<file path="config.mk">
export PLATFORM = sky130hd
export DESIGN_NAME = hsar_responder
export DESIGN_NICKNAME = d
export VERILOG_FILES = /design/src/core/hsar_pkg.sv /design/src/core/hsar_fifo.sv /design/src/core/hsar_responder.sv
export VERILOG_INCLUDE_DIRS = /design/src /design/src/core
export SDC_FILE = /design/constraint.sdc
export NUM_CORES = 1
export LEC_CHECK = 0
export BUFFER_PORTS_ARGS = -buffer_cell sky130_fd_sc_hd__buf_2
export CAP_MARGIN = 20
export CORE_MARGIN = 4
export CORE_UTILIZATION = 52
export DETAILED_ROUTE_END_ITERATION = 8
export HOLD_SLACK_MARGIN = 0.05
export PLACE_DENSITY = 0.85
export SETUP_SLACK_MARGIN = 0.4
export SLEW_MARGIN = 10
export SYNTH_ARGS = -nofsm -noshare
export SYNTH_HDL_FRONTEND = slang
export SYNTH_SLANG_ARGS = --single-unit
</file>
<file path="constraint.sdc">
create_clock -name i_clk_sys -period 2.4 [get_ports i_clk_sys]
set_input_delay 0.24 -clock i_clk_sys [delete_from_list [all_inputs] [get_ports i_clk_sys]]
set_output_delay 0.24 -clock i_clk_sys [all_outputs]
set_load 0.02 [all_outputs]
</file>
<file path="src/core/hsar_regs.svh">
`ifndef HSAR_REGS_SVH
`define HSAR_REGS_SVH
`define HSAR_MODE_AUTO 2'h0
`define HSAR_MODE_NONAUTO 2'h1
`define HSAR_MODE_TRANSP1 2'h2
`define HSAR_MODE_OTHER 2'h3
`define HSAR_GROUP_ADDR_A 8'hFC
`define HSAR_GROUP_ADDR_B 8'hFE
`define HSAR_CTL_RR_RESP 8'h11
`define HSAR_CTL_I_RESP 8'h10
`define HSAR_POLL_BIT 4
`define HSAR_CMD_PREP_HI 4'hA
`define HSAR_CMD_ACK_LO 8'hD0
`define HSAR_CMD_ACK_HI 8'hEF
`define HSAR_STAT_CRC_BIT 5
`define HSAR_STAT_ABORT_BIT 4
`define HSAR_FIFO_DEPTH 16
`define HSAR_FIFO_AW 4
`endif

</file>
<file path="src/core/hsar_pkg.sv">
package hsar_pkg;
  typedef enum logic [1:0]
  {
    HSAR_FT_I = 2'b00,
    HSAR_FT_RR = 2'b01,
    HSAR_FT_EXT = 2'b11
  } hsar_ftype_e;
  typedef enum logic [1:0]
  {
    HSAR_RSP_NONE = 2'b00,
    HSAR_RSP_RR = 2'b01,
    HSAR_RSP_IDATA = 2'b10,
    HSAR_RSP_CTRL = 2'b11
  } hsar_resp_e;
  typedef struct packed
  {
    logic [7:0] data;
    logic last;
  } hsar_word_s;
  typedef struct packed
  {
    hsar_resp_e kind;
    logic [7:0] addr1;
    logic [7:0] addr2;
    logic two_byte;
    logic [7:0] ctrl;
  } hsar_resp_s;
endpackage

</file>
<file path="src/core/hsar_fifo.sv">
`timescale 1ns/1ns
module hsar_fifo #(
  parameter int WIDTH = 9,
  parameter int DEPTH = 16,
  parameter int AW = 4
) (
  input wire logic i_clk_sys, // system clock
  input wire logic i_rst_n, // sync reset, low
  input wire logic i_flush, // drop contents
  input wire logic i_in_valid, // write request
  output logic o_in_ready, // space free
  input wire logic [WIDTH-1:0] i_in_data, // write data
  output logic o_out_valid, // data present
  input wire logic i_out_ready, // reader takes
  output logic [WIDTH-1:0] o_out_data // head word
);
  logic [WIDTH-1:0] mem_q [DEPTH];
  logic [AW:0] wr_q;
  logic [AW:0] rd_q;
  wire full = (wr_q[AW] != rd_q[AW]) && (wr_q[AW-1:0] == rd_q[AW-1:0]);
  wire empty = (wr_q == rd_q);
  wire do_wr = i_in_valid && !full;
  wire do_rd = i_out_ready && !empty;
  assign o_in_ready = !full;
  assign o_out_valid = !empty;
  assign o_out_data = mem_q[rd_q[AW-1:0]];
  always_ff @(posedge i_clk_sys)
  begin
    if (!i_rst_n || i_flush)
    begin
      wr_q <= '0;
      rd_q <= '0;
    end
    else
    begin
      if (do_wr)
        wr_q <= wr_q + 1'b1;
      if (do_rd)
        rd_q <= rd_q + 1'b1;
    end
  end
  always_ff @(posedge i_clk_sys)
  begin
    if (do_wr)
      mem_q[wr_q[AW-1:0]] <= i_in_data;
  end
endmodule

</file>
<file path="src/core/hsar_responder.sv">
// Functional notes
// RULE_01: auto secondary mode when mode select equals 00.
// RULE_02: 1/2-byte addresses, any length, auto RR/I responses, window one.
// RULE_03: non-auto low match and transparent-1 high match store transparently.
// RULE_04: auto protocol only on first compare values; others stored raw.
// RULE_05: frames with no valid address are skipped silently.
// RULE_06: control bit0=0 I, bits 01 RR, 11 extended; bit4 poll.
// RULE_07: extended frame raises interrupt, stores nothing, keeps control byte.
// RULE_08: RR frames handled in hardware, never stored.
// RULE_09: RR poll answers I-frame if direct data loaded, else RR.
// RULE_10: RR without poll clears transmit queue, pool-ready irq, no answer.
// RULE_11: repeated polls allowed; auto-repeat resends, else repeat irq. Code resends in both cases.
// RULE_12: software keeps auto-repeat off for frames over 32 bytes.
// RULE_13: auto-repeat with DMA gives no legacy-compatible control response.
// RULE_14: I-frame first info byte is the command byte.
// RULE_15: commands 00-9F,B0-CF,F0-FF stored, irqs, answer if polled.
// RULE_16: D0-EF after prepared data: drop, flush tx, pool-ready, answer.
// RULE_17: D0-EF without prepared data: drop, no irq, answer if polled.
// RULE_18: software interprets command bytes of stored I-frames.
// RULE_19: bad CRC or abort I-frames stored, status flags set, no answer.
// RULE_20: transmit only after RR or I-frame with poll set.
// RULE_21: A0-AF after prepared data sends I-frame with queue contents.
// RULE_22: RR answer carries tx address and control 11.
// RULE_23: I answer carries tx address, control 10, queue data.
`timescale 1ns/1ns
`include "hsar_regs.svh"
module hsar_responder (
  input wire logic i_clk_sys, // system clock
  input wire logic i_rst_n, // sync reset, low
  input wire logic i_op_mode_sel_hi, // mode select bit 1
  input wire logic i_op_mode_sel_lo, // mode select bit 0
  input wire logic i_two_byte_addr, // 2-byte address field
  input wire logic [7:0] i_low_addr_compare_a, // low compare a
  input wire logic [7:0] i_low_addr_compare_b, // low compare b
  input wire logic [7:0] i_high_addr_compare_a, // high compare a
  input wire logic [7:0] i_high_addr_compare_b, // high compare b
  input wire logic [7:0] i_tx_addr_byte_one, // tx address 1
  input wire logic [7:0] i_tx_addr_byte_two, // tx address 2
  input wire logic i_auto_repeat_enable, // auto repeat
  input wire logic i_send_direct_data_cmd, // direct data loaded pulse
  input wire logic i_send_prepared_data_cmd, // prepared data loaded pulse
  input wire logic i_rx_valid, // rx byte strobe
  output logic o_rx_ready, // queue can accept
  input wire logic [7:0] i_rx_data, // rx byte
  input wire logic i_rx_end, // frame end pulse
  input wire logic i_rx_crc_err, // crc bad at end
  input wire logic i_rx_abort, // abort at end
  output logic o_rq_valid, // receive_queue word ready
  input wire logic i_rq_ready, // processor reads
  output hsar_pkg::hsar_word_s o_rq_word, // receive_queue word
  output logic [7:0] o_rx_control_field_reg, // control byte of last extended frame
  output logic o_rx_block_ready_irq, // block ready pulse
  output logic o_rx_message_end_irq, // message end pulse
  output logic o_extended_frame_irq, // extended frame pulse
  output logic o_tx_pool_ready_irq, // pool ready pulse
  output logic o_tx_repeat_irq, // repeat pulse
  output logic o_tx_queue_flush, // clear transmit_queue pulse
  output logic o_resp_valid, // response request pulse
  output hsar_pkg::hsar_resp_s o_resp // response descriptor
);
  import hsar_pkg::*;

  typedef enum logic [2:0]
  {
    HSAR_S_ADDR1 = 3'b000,
    HSAR_S_ADDR2 = 3'b001,
    HSAR_S_CTRL = 3'b010,
    HSAR_S_CMD = 3'b011,
    HSAR_S_DATA = 3'b100,
    HSAR_S_SKIP = 3'b101
  } hsar_state_e;

  function automatic logic in_range(input logic [7:0] v,
    input logic [7:0] lo, input logic [7:0] hi);
    in_range = (v >= lo) && (v <= hi);
  endfunction

  function automatic logic hi_match(input logic [7:0] v,
    input logic [7:0] a, input logic [7:0] b);
    hi_match = (v == a) || (v == b) || (v == `HSAR_GROUP_ADDR_A)
      || (v == `HSAR_GROUP_ADDR_B);
  endfunction

  hsar_state_e st_q, st_d;
  logic [7:0] hi_q;
  logic [7:0] ctrl_q;
  logic auto_q; // frame follows auto protocol
  logic store_q; // frame goes to receive_queue
  logic [4:0] cnt_q; // stored bytes since last block irq or frame end
  logic [7:0] ctl_reg_q;
  logic direct_q; // direct data loaded
  logic prep_q; // prepared data loaded
  logic sent_q; // an I-frame went out unacknowledged
  logic pend_q; // stored frame awaits end
  logic cmd_poll_q;
  logic [7:0] cmd_q;
  logic rsp_v_q;
  hsar_resp_s rsp_q;
  logic rpf_q, rme_q, ehc_q, xpr_q, xmr_q, flush_q;
  logic fifo_in_ready;
  logic [8:0] fifo_in_data;
  logic fifo_in_valid;
  logic [8:0] fifo_out;

  wire [1:0] mode = {i_op_mode_sel_hi, i_op_mode_sel_lo};
  wire mode_auto = (mode == `HSAR_MODE_AUTO); // RULE_01
  wire mode_nonauto = (mode == `HSAR_MODE_NONAUTO);
  wire mode_transp1 = (mode == `HSAR_MODE_TRANSP1);
  wire low_a = (i_rx_data == i_low_addr_compare_a);
  wire low_b = (i_rx_data == i_low_addr_compare_b);
  wire hi_ok = hi_match(i_rx_data, i_high_addr_compare_a,
    i_high_addr_compare_b);
  wire hi_first = (hi_q == i_high_addr_compare_a);
  wire is_iframe = !i_rx_data[0]; // RULE_06
  wire is_rr = (i_rx_data[1:0] == 2'b01); // RULE_06
  wire is_ext = (i_rx_data[1:0] == 2'b11); // RULE_06
  wire poll = i_rx_data[`HSAR_POLL_BIT]; // RULE_06
  wire cmd_prep = (i_rx_data[7:4] == `HSAR_CMD_PREP_HI);
  wire cmd_ack = in_range(i_rx_data, `HSAR_CMD_ACK_LO, `HSAR_CMD_ACK_HI);
  wire byte_in = i_rx_valid && o_rx_ready;
  wire frame_bad = i_rx_crc_err || i_rx_abort;

  // stall the link while the receive queue is full
  assign o_rx_ready = fifo_in_ready;
  assign o_rx_control_field_reg = ctl_reg_q;
  assign o_rx_block_ready_irq = rpf_q;
  assign o_rx_message_end_irq = rme_q;
  assign o_extended_frame_irq = ehc_q;
  assign o_tx_pool_ready_irq = xpr_q;
  assign o_tx_repeat_irq = xmr_q;
  assign o_tx_queue_flush = flush_q;
  assign o_resp_valid = rsp_v_q;
  assign o_resp = rsp_q;
  wire rq_v;
  assign o_rq_valid = rq_v;
  assign o_rq_word = hsar_word_s'(fifo_out);

  // status byte appended at frame end marks crc and abort
  wire [7:0] stat_byte = (8'h01 << `HSAR_STAT_CRC_BIT) & {8{i_rx_crc_err}}
    | (8'h01 << `HSAR_STAT_ABORT_BIT) & {8{i_rx_abort}};
  // command byte is stored with its frame, decided as it arrives
  wire wr_data = byte_in && (store_q && st_q == HSAR_S_DATA
    || st_q == HSAR_S_CMD && !cmd_prep && !cmd_ack); // RULE_14 RULE_15
  wire wr_stat = store_q && i_rx_end && pend_q;
  assign fifo_in_valid = wr_data || wr_stat; // RULE_19
  assign fifo_in_data = wr_stat ? {stat_byte, 1'b1} : {i_rx_data, 1'b0};

  hsar_fifo #(
    .WIDTH(9),
    .DEPTH(`HSAR_FIFO_DEPTH),
    .AW(`HSAR_FIFO_AW)
  ) u_rq (
    .i_clk_sys(i_clk_sys),
    .i_rst_n(i_rst_n),
    .i_flush(1'b0),
    .i_in_valid(fifo_in_valid),
    .o_in_ready(fifo_in_ready),
    .i_in_data(fifo_in_data),
    .o_out_valid(rq_v),
    .i_out_ready(i_rq_ready),
    .o_out_data(fifo_out)
  );

  // frame state
  always_comb
  begin
    st_d = st_q;
    case (st_q)
      HSAR_S_ADDR1:
        if (byte_in)
          st_d = i_two_byte_addr && !mode_transp1 ? HSAR_S_ADDR2 // RULE_02
            : HSAR_S_CTRL;
      HSAR_S_ADDR2:
        if (byte_in)
          st_d = HSAR_S_CTRL;
      HSAR_S_CTRL:
        if (byte_in)
          st_d = auto_q && is_iframe ? HSAR_S_CMD : HSAR_S_DATA;
      HSAR_S_CMD:
        if (byte_in)
          st_d = HSAR_S_DATA;
      HSAR_S_DATA:
        st_d = HSAR_S_DATA;
      HSAR_S_SKIP:
        st_d = HSAR_S_SKIP;
      default:
        st_d = HSAR_S_ADDR1;
    endcase
    if (i_rx_end)
      st_d = HSAR_S_ADDR1;
  end

  function automatic hsar_resp_s mk_resp(input hsar_resp_e k,
    input logic [7:0] a1, input logic [7:0] a2, input logic two);
    mk_resp.kind = k;
    mk_resp.addr1 = a1;
    mk_resp.addr2 = a2;
    mk_resp.two_byte = two;
    mk_resp.ctrl = (k == HSAR_RSP_RR) ? `HSAR_CTL_RR_RESP // RULE_22
      : `HSAR_CTL_I_RESP; // RULE_23
  endfunction

  always_ff @(posedge i_clk_sys)
  begin
    if (!i_rst_n)
      st_q <= HSAR_S_ADDR1;
    else if (byte_in && st_q == HSAR_S_ADDR1 && mode_transp1 && !hi_ok)
      st_q <= HSAR_S_SKIP; // RULE_05
    else
      st_q <= st_d;
  end

  // address decode and frame classification
  always_ff @(posedge i_clk_sys)
  begin
    if (!i_rst_n)
    begin
      hi_q <= 8'h00;
      ctrl_q <= 8'h00;
      auto_q <= 1'b0;
      store_q <= 1'b0;
      pend_q <= 1'b0;
      ctl_reg_q <= 8'h00;
      cmd_poll_q <= 1'b0;
      cmd_q <= 8'h00;
    end
    else if (byte_in)
    begin
      case (st_q)
        HSAR_S_ADDR1:
        begin
          hi_q <= i_rx_data;
          auto_q <= 1'b0;
          pend_q <= 1'b0;
          if (mode_transp1)
            store_q <= hi_ok; // RULE_03
          else if (!i_two_byte_addr)
          begin
            auto_q <= mode_auto && low_a; // RULE_04
            store_q <= (low_a || low_b) && (mode_nonauto
              || (mode_auto && !low_a)); // RULE_03 RULE_04 RULE_05
          end
          else
            store_q <= 1'b0;
        end
        HSAR_S_ADDR2:
        begin
          auto_q <= mode_auto && hi_first && low_a; // RULE_04
          store_q <= hi_match(hi_q, i_high_addr_compare_a,
            i_high_addr_compare_b) && (low_a || low_b)
            && (mode_nonauto || (mode_auto && !(hi_first && low_a)));
        end
        HSAR_S_CTRL:
        begin
          ctrl_q <= i_rx_data;
          if (auto_q)
          begin
            store_q <= 1'b0; // RULE_08
            if (is_ext)
              ctl_reg_q <= i_rx_data; // RULE_07
          end
          pend_q <= store_q;
        end
        HSAR_S_CMD:
        begin
          cmd_q <= i_rx_data; // RULE_14
          cmd_poll_q <= ctrl_q[`HSAR_POLL_BIT];
          store_q <= !cmd_prep && !cmd_ack; // RULE_15 RULE_16 RULE_17
          pend_q <= !cmd_prep && !cmd_ack;
        end
        default:
          pend_q <= pend_q;
      endcase
    end
    else if (i_rx_end)
      pend_q <= 1'b0;
  end

  wire ctrl_done = byte_in && (st_q == HSAR_S_CTRL) && auto_q;
  wire cmd_done = byte_in && (st_q == HSAR_S_CMD);
  wire end_auto = i_rx_end && auto_q && !ctrl_q[0] && !frame_bad
    && (st_q == HSAR_S_DATA) && cmd_poll_q;
  wire is_prep_cmd = (cmd_q[7:4] == `HSAR_CMD_PREP_HI);
  wire is_ack_cmd = in_range(cmd_q, `HSAR_CMD_ACK_LO, `HSAR_CMD_ACK_HI);

  // transmit side state and responses, window of one frame
  always_ff @(posedge i_clk_sys)
  begin
    if (!i_rst_n)
    begin
      direct_q <= 1'b0;
      prep_q <= 1'b0;
      sent_q <= 1'b0;
      rsp_v_q <= 1'b0;
      rsp_q <= '0;
      rpf_q <= 1'b0;
      rme_q <= 1'b0;
      ehc_q <= 1'b0;
      xpr_q <= 1'b0;
      xmr_q <= 1'b0;
      flush_q <= 1'b0;
      cnt_q <= 5'h00;
    end
    else
    begin
      rsp_v_q <= 1'b0;
      rpf_q <= 1'b0;
      rme_q <= 1'b0;
      ehc_q <= 1'b0;
      xpr_q <= 1'b0;
      xmr_q <= 1'b0;
      flush_q <= 1'b0;
      if (wr_data)
        cnt_q <= cnt_q + 5'h01;
      if (wr_data && cnt_q == 5'h1F)
        rpf_q <= 1'b1; // RULE_15
      if (wr_stat)
      begin
        rme_q <= 1'b1; // RULE_04 RULE_15
        cnt_q <= 5'h00;
      end
      if (i_send_direct_data_cmd)
        direct_q <= 1'b1;
      if (i_send_prepared_data_cmd)
        prep_q <= 1'b1;
      if (ctrl_done && is_ext)
        ehc_q <= 1'b1; // RULE_07
      if (ctrl_done && is_rr && poll)
      begin
        rsp_v_q <= 1'b1; // RULE_09 RULE_20
        if (direct_q)
        begin
          rsp_q <= mk_resp(HSAR_RSP_IDATA, i_tx_addr_byte_one,
            i_tx_addr_byte_two, i_two_byte_addr);
          sent_q <= 1'b1;
          // repeat poll: hardware resends, plus repeat irq unless auto-repeat
          if (sent_q && !i_auto_repeat_enable)
            xmr_q <= 1'b1; // RULE_11
        end
        else
          rsp_q <= mk_resp(HSAR_RSP_RR, i_tx_addr_byte_one,
            i_tx_addr_byte_two, i_two_byte_addr); // RULE_22
      end
      if (ctrl_done && is_rr && !poll)
      begin
        flush_q <= 1'b1; // RULE_10
        xpr_q <= 1'b1;
        direct_q <= i_send_direct_data_cmd;
        sent_q <= 1'b0;
      end
      if (cmd_done && cmd_ack && prep_q)
      begin
        flush_q <= 1'b1; // RULE_16
        xpr_q <= 1'b1;
        prep_q <= i_send_prepared_data_cmd;
        sent_q <= 1'b0;
      end
      if (end_auto)
      begin
        rsp_v_q <= 1'b1; // RULE_20 RULE_19
        if (is_prep_cmd && prep_q)
        begin
          rsp_q <= mk_resp(HSAR_RSP_IDATA, i_tx_addr_byte_one,
            i_tx_addr_byte_two, i_two_byte_addr); // RULE_21 RULE_23
          sent_q <= 1'b1;
        end
        else
          // control response byte built outside; with dma and
          // auto-repeat it may not match the legacy convention
          rsp_q <= mk_resp(HSAR_RSP_CTRL, i_tx_addr_byte_one,
            i_tx_addr_byte_two, i_two_byte_addr); // RULE_13 RULE_17
      end
    end
  end
endmodule

</file>
==> results of run 1 <==
final cells by class:
cell class / instances / area [sq um]
inverters: 11 / 41.29
repair buffers: 191 / 1375
clock buffers: 28 / 594.3
fillers: 1233 / 6058
flip-flops and latches: 222 / 5899
multi-input cells: 416 / 3595
clock inverters: 14 / 175.2
well taps: 229 / 286.5
path summary, 6_finish.rpt:
kind	to	cells after the start	start	slack [ns]
max	o_rq_word[7]	4	register	-0.17
min	auto_q$_SDFFE_PN0P_	3	i_op_mode_sel_hi	0.09
max reg2reg	o_resp[20]$_SDFFE_PN0P_	8	st_q[0]$_SDFFE_PN0P_	0.32
min reg2reg	o_tx_repeat_irq$_SDFF_PN0_	2	sent_q$_SDFF_PN0_	0.44
worst max-delay path, delay by kind of cell (launching register included):
| kind | cells | cell delay, ns |
|---|---|---|
| buffers and inverters | 2 | 0.35 |
| muxes | 2 | 1.09 |
| DFF | 1 | 0.38 |
cell usage in the layout (no fill, tap or decap), drive strengths merged, types with 2 or more instances in the layout:
cell           n
buf          170
a221oi         2
nor2          72
inv           12
dfxtp         78
clkbuf        30
nor3          12
a21oi         20
nand2         41
bufinv         4
nor4          12
a31oi          4
a311oi         2
nor2b          2
clkinv         6
o31ai          3
nand4b         4
and3b          2
and4           3
and3           4
o21a           3
mux2i         30
and2          10
nor3b          2
dlygate4sd3   19
clkinvlp       3
xnor2         28
mux4          45
nand2b         8
nand4         11
nand3         18
o21ai         12
conb           6
ha             7
xor2          36
edfxtp       144
or3            2
kinds of logic (layout without fill, tap and decap cells):
logic type                 count (synthesis)  count (layout)
DFF                                      222             222
and+or+nand+nor                          207             207
buffers and inverters                     60             244
AOI/OAI and AO/OA                         57              57
other                                      1               6
adders and majority gates                  7               7
muxes                                     75              75
xor gates and xnor gates                  64              64
power groups by stage:
stage	clock [uW]	sequential [uW]	combinational, uW
finish	3610	4100	459
global route	3830	4100	494
CTS	3650	4100	432
detailed placement	0	4180	403
global placement	0	4180	396
floorplan	0	4170	266
synth_stat cells (all sizes together) (7+ instances only):
cell type | instances | share of area (%)
a21oi | 20 | 1.0
and2 | 10 | 0.65
buf | 30 | 2.0
clkbuf | 19 | 0.74
dfxtp | 78 | 16
edfxtp | 144 | 45
ha | 7 | 0.91
inv | 10 | 0.39
mux2i | 30 | 3.1
mux4 | 45 | 11
nand2 | 41 | 1.6
nand2b | 8 | 0.60
nand3 | 18 | 0.99
nand4 | 11 | 0.72
nor2 | 72 | 2.8
nor3 | 12 | 0.80
nor4 | 12 | 0.78
o21ai | 12 | 0.63
xnor2 | 28 | 2.6
xor2 | 36 | 3.3
timing repair:
action,in CTS,in global routing
gates resized for setup,7,40
hold buffers,19,0
cloned,0,5
pin swaps,3,14
hold endpoints to repair,19,0
setup buffers,4,8
endpoints found under the setup margin,120,152
metrics by stage:
step / cell area [sq um] / power (uW) / setup TNS [ns] / util, % / hold slack [ns]
floorplan: 9721 / 4440 / 0 / - / 0.3187
detailed placement: 10650 / 4587 / 0 / 59.11 / 0.4102
finish: 11970 / 8170 / -1.076 / 66.39 / 0.08612
CTS: 11700 / 8188 / -1.374 / 64.92 / 0.06165
global placement: 10650 / 4579 / 0 / 59.11 / 0.4090
global route: 11970 / 8430 / -1.651 / 66.39 / 0.08607
routing by layer:
layer | GRT usage (%) | up-vias | wire length [microns]
li1 | - | 2911 | -
met1 | 29.51 | 3236 | 9170
met2 | 41.00 | 362 | 12570
met3 | 4.526 | 72 | 1902
met4 | 7.978 | 0 | 858
met5 | 0 | - | 0
==> flow_summary.toml, run 1 <==
[outcome]
status = "finished, violations left"
violations = "negative setup slack"

[floorplan]
rows = 49
die_width_microns = 143.7
start_util_pct = 53.13
ios = 122
die_h_microns = 143.7
core_area_sq_um = 18020
die-area_sq_um = 20650

[route]
viasPerCell = 5.923
drt-pass1-iter-count = 5
drt-initial-drc-count = 348
num_vias = 6581
wirelength_microns = 24500
drc = 0
ant_nets = 0
routedWlPerCell_microns = 22.06

[min_path]
hold_path_class = "in2reg"

[timing]
slew_viol_final = 0
setup_viol = 9
finClkSkew_ns = 0.01379
setup_ws_ns = -0.1696
finalCritPeriodShare_pct = 107.1
grt_setup_unrepaired = "yes"
min_period_ns = 2.570
tightest_slew_ns = 0.6382
final-hold-violation-count = 0
max_freq_mhz = 389.2
slew_headroom_pct = 57.39

[synth]
synth_area_sq_um = 9577
synthAdderAreaFrac_pct = 0.9146
synth_cells = 693
synth_top_family_by_area = "multiplexers"
avgSynthCellArea_sq_um = 13.82
async_reset_ff_share_pct = 0
synth_simple_gate_area_share_pct = 10.82
ys_seq_area_share_pct = 61.46
synthFlopType = "edfxtp_1"
yosysWarningCount = 0
synth_edf_count = 144
synth_compound_area_share_pct = 3.920
synth_seq_cells = 222
yosys-mux-area-fraction_pct = 13.72
synth_cell_types = 61
synth_xor_area_share_pct = 5.932

[layout]
layout-drive-gt1-share_pct = 34.01
insertedDiodeCount = 0
syn_to_final_growth_pct = 24.95
largest_reg_flops = 144
layout.cells.non_filler = 1111
nets = 941

[setup_path]
cp_cell_sequence = "buf_12, mux4_2, mux4_2, buf_4"
endpoint_kind = "output port"
cp_common_cell = "mux4_2"
critPathMaxFanout = 12
slowest_stage = "mux4_2"
cp-start-kind = "register"
max_stage_delay_ns = 0.57
crit_arrival_ns = 2.33
worstPathRequired_ns = 2.16
crit_type = "reg2out"

[grt]
grt_max_degree = 37
grt_pass1_vias = 6606
grt_first_pass_wirelength_microns = 36920
grt_antenna_before_repair = 0
grt_overflow = 0
track_usage_pct = 23.49

[power_and_ir_drop]
p_seq_share_pct = 50.2
intPower_uw = 6476
netSwitchingPower_uw = 1695
p_sw_share_pct = 20.74
power_frac_comb_pct = 5.6
p_leak_uw = 0.004264
power_density_nw_per_um2 = 682.8
clkPwrFrac_pct = 44.2
ir_worst_vdd_uv = 571.6

[cts]
htree_levels = 1
insertion_delay_ns = 0.51
clock-sinks = 222
cts_tree = "done"
cts-root-buf = "clkbuf_16"
cts.clk_slew.worst_paths_ns = 0.06
clk_path_buf_depth = 3
cts_made_buffers = 23

[job]
maxCapViolations = 0

[placed_design]
dp.cells = 1033
portBuffers = 115
gp_congestion = 0.9029
dpl_worst_slack_ns = 0.03565
post-dp-hpwl_microns = 15120
Power figures use the tool's default switching activity.
==> inputs of run 2 (changes only) <==
--- a/config.mk
+++ b/config.mk
@@ -8,11 +8,13 @@
 export LEC_CHECK = 0
 export BUFFER_PORTS_ARGS = -buffer_cell sky130_fd_sc_hd__buf_2
 export CAP_MARGIN = 20
+export CELL_PAD_IN_SITES_DETAIL_PLACEMENT = 1
+export CELL_PAD_IN_SITES_GLOBAL_PLACEMENT = 2
 export CORE_MARGIN = 4
-export CORE_UTILIZATION = 52
+export CORE_UTILIZATION = 36
 export DETAILED_ROUTE_END_ITERATION = 8
 export HOLD_SLACK_MARGIN = 0.05
-export PLACE_DENSITY = 0.85
+export PLACE_DENSITY = 0.84
 export SETUP_SLACK_MARGIN = 0.4
 export SLEW_MARGIN = 10
 export SYNTH_ARGS = -nofsm -noshare
==> run 2 against run 1 <==
The flow still finishes with violations (negative setup slack). Setup slack about the same. Cell area up 4.5%. Clock skew up 0.0030 ns. Wire length up 11%. Combinational power up 3%. Cell count up 11%. Global-route usage down 5.2 points. First-iteration DRC count up 21%. Critical endpoint is now o_rq_word[6]. Power up 7.0%. Via count down 2.9%. Clock-buffer cell count up 2.
==> flow_summary.toml, run 2 (same netlist as run 1, synthesis figures left out) <==
[setup_path]
cp-start-kind = "register"
cp_cell_sequence = "buf_12, mux4_2, mux4_2, buf_6"
crit_arrival_ns = 2.33
max_stage_delay_ns = 0.55
critPathMaxFanout = 14
slowest_stage = "mux4_2"
worstPathRequired_ns = 2.16
worst-path-buf-inv = 2
cp_common_cell = "mux4_2"
crit_family = "multiplexers"
crit_type = "reg2out"
endpoint_kind = "output port"

[timing]
setup_viol = 9
max_freq_mhz = 389.1
finClkSkew_ns = 0.01680
final-hold-violation-count = 0
grt_setup_unrepaired = "yes"
tightest_slew_ns = 0.7148
slew_headroom_pct = 52.35
tns_ns = -1.305
hold_ws_ns = 0.09202
finalCritPeriodShare_pct = 107.1
min_period_ns = 2.570
slew_viol_final = 0
setup_ws_ns = -0.1698

[placed_design]
portBuffers = 115
post-dp-hpwl_microns = 17450
gp_congestion = 0.8025

[route]
viasPerCell = 5.177
wirelength_microns = 27170
ant_nets = 0
num_vias = 6393
drc = 0
routedWlPerCell_microns = 22.00
drt-pass1-iter-count = 7
drt-initial-drc-count = 420

[floorplan]
start_util_pct = 36.65
die_h_microns = 171.1
core_area_sq_um = 26130
ios = 122
rows = 59
die-area_sq_um = 29280
die_width_microns = 171.1

[cts]
cts-root-buf = "clkbuf_16"
clk_path_buf_depth = 3
cts.clk_slew.worst_paths_ns = 0.07
insertion_delay_ns = 0.52
htree_levels = 1
cts_tree = "done"
clock-sinks = 222
cts_made_buffers = 25

[grt]
grt_pass1_vias = 6865
grt_max_degree = 51
grt_antenna_before_repair = 1
grt_overflow = 0
grt_first_pass_wirelength_microns = 41430
track_usage_pct = 18.29

[layout]
register_area_sq_um = 5903
nets = 957
largest_reg_flops = 144
syn_to_final_growth_pct = 30.53
layout-drive-gt1-share_pct = 36.44
fill_cells = 2677
final_util_pct = 47.84
insertedDiodeCount = 0
multi_input_area_sq_um = 3637
final_common_cell = "edfxtp_1"
final_cell_mix = "144 x edfxtp_1, 111 x buf_2, 68 x dfxtp_1, 60 x nor2_1, 45 x mux4_2"

[min_path]
hold_path_class = "in2reg"

[job]
maxCapViolations = 0

[power_and_ir_drop]
p_leak_uw = 0.004453
ir_worst_vdd_uv = 473.5
power_density_nw_per_um2 = 699.3

[outcome]
status = "finished, violations left"
violations = "negative setup slack"
==> run 2: changes by cell type in the layout (fill, tap and decap cells not counted), sizes merged <==
cell and delta:
buf +16, inv +2, bufinv +1, clkinvlp -1
==> run 2: layout make-up <==
cell class	instances	share of cell area, %
flip-flops and latches	222	47.22
multi-input cells	416	29.10
repair buffers	205	12.77
clock buffers	30	5.395
well taps	335	3.353
clock inverters	16	1.832
inverters	11	0.3303
==> run 2: path summary, 6_finish.rpt <==
path                              start                          to  slack [ns]  depth (start not counted)
hold reg to reg   cmd_q[6]$_SDFFE_PN0N_       cmd_q[6]$_SDFFE_PN0N_        0.45                          2
setup reg to reg   st_q[0]$_SDFFE_PN0P_  u_rq.mem_q[5][1]$_DFFE_PP_        0.43                          8
hold / removal         i_op_mode_sel_hi         auto_q$_SDFFE_PN0P_        0.09                          3
setup / recovery               register                o_rq_word[6]       -0.17                          4
==> run 2: power by group <==
| part | internal (uW) | switching [uW] | total (uW) |
|---|---|---|---|
| registers | 4080 | 26.6 | 4100 |
| logic | 206 | 265 | 471 |
| clock network | 2560 | 1610 | 4170 |
==> run 2: worst min-delay path, stage by stage <==
cell,delay (ns)
buf_2,0.13
nand4b_1,0.13
a21oi_1,0.06
==> run 2: per-stage QoR <==
stage | worst slack [ns] | instance area (sq um) | cells | power (uW)
detailed placement | 0.08416 | 10800 | 1141 | 4609
floorplan | 0.3997 | 9721 | 698 | 4440
finish | -0.1698 | 12500 | 1235 | 8742
CTS | -0.1995 | 12290 | 1227 | 8818
global route | -0.2442 | 12500 | 1235 | 9056
global placement | 0.1825 | 10800 | 1141 | 4599
==> run 2: metal layers <==
| metal | vias to the layer above | track usage (%) | share of wire, % |
|---|---|---|---|
| li1 | 2940 | - | - |
| met3 | 38 | 3.420 | 4.9 |
| met2 | 161 | 32.93 | 53 |
| met4 | 2 | 3.927 | 1.7 |
| met5 | - | 0 | 0.040 |
| met1 | 3252 | 22.98 | 41 |
==> run 2: repair_timing <==
| action | 4_1_cts | 5_1_grt |
|---|---|---|
| setup buffers | 15 | 6 |
| endpoints found under the hold margin | 19 | 0 |
| hold buffers | 19 | 0 |
| endpoints found under the setup margin | 118 | 161 |
| cloned | 6 | 2 |
| resized for setup | 31 | 45 |
| pin swaps | 9 | 8 |
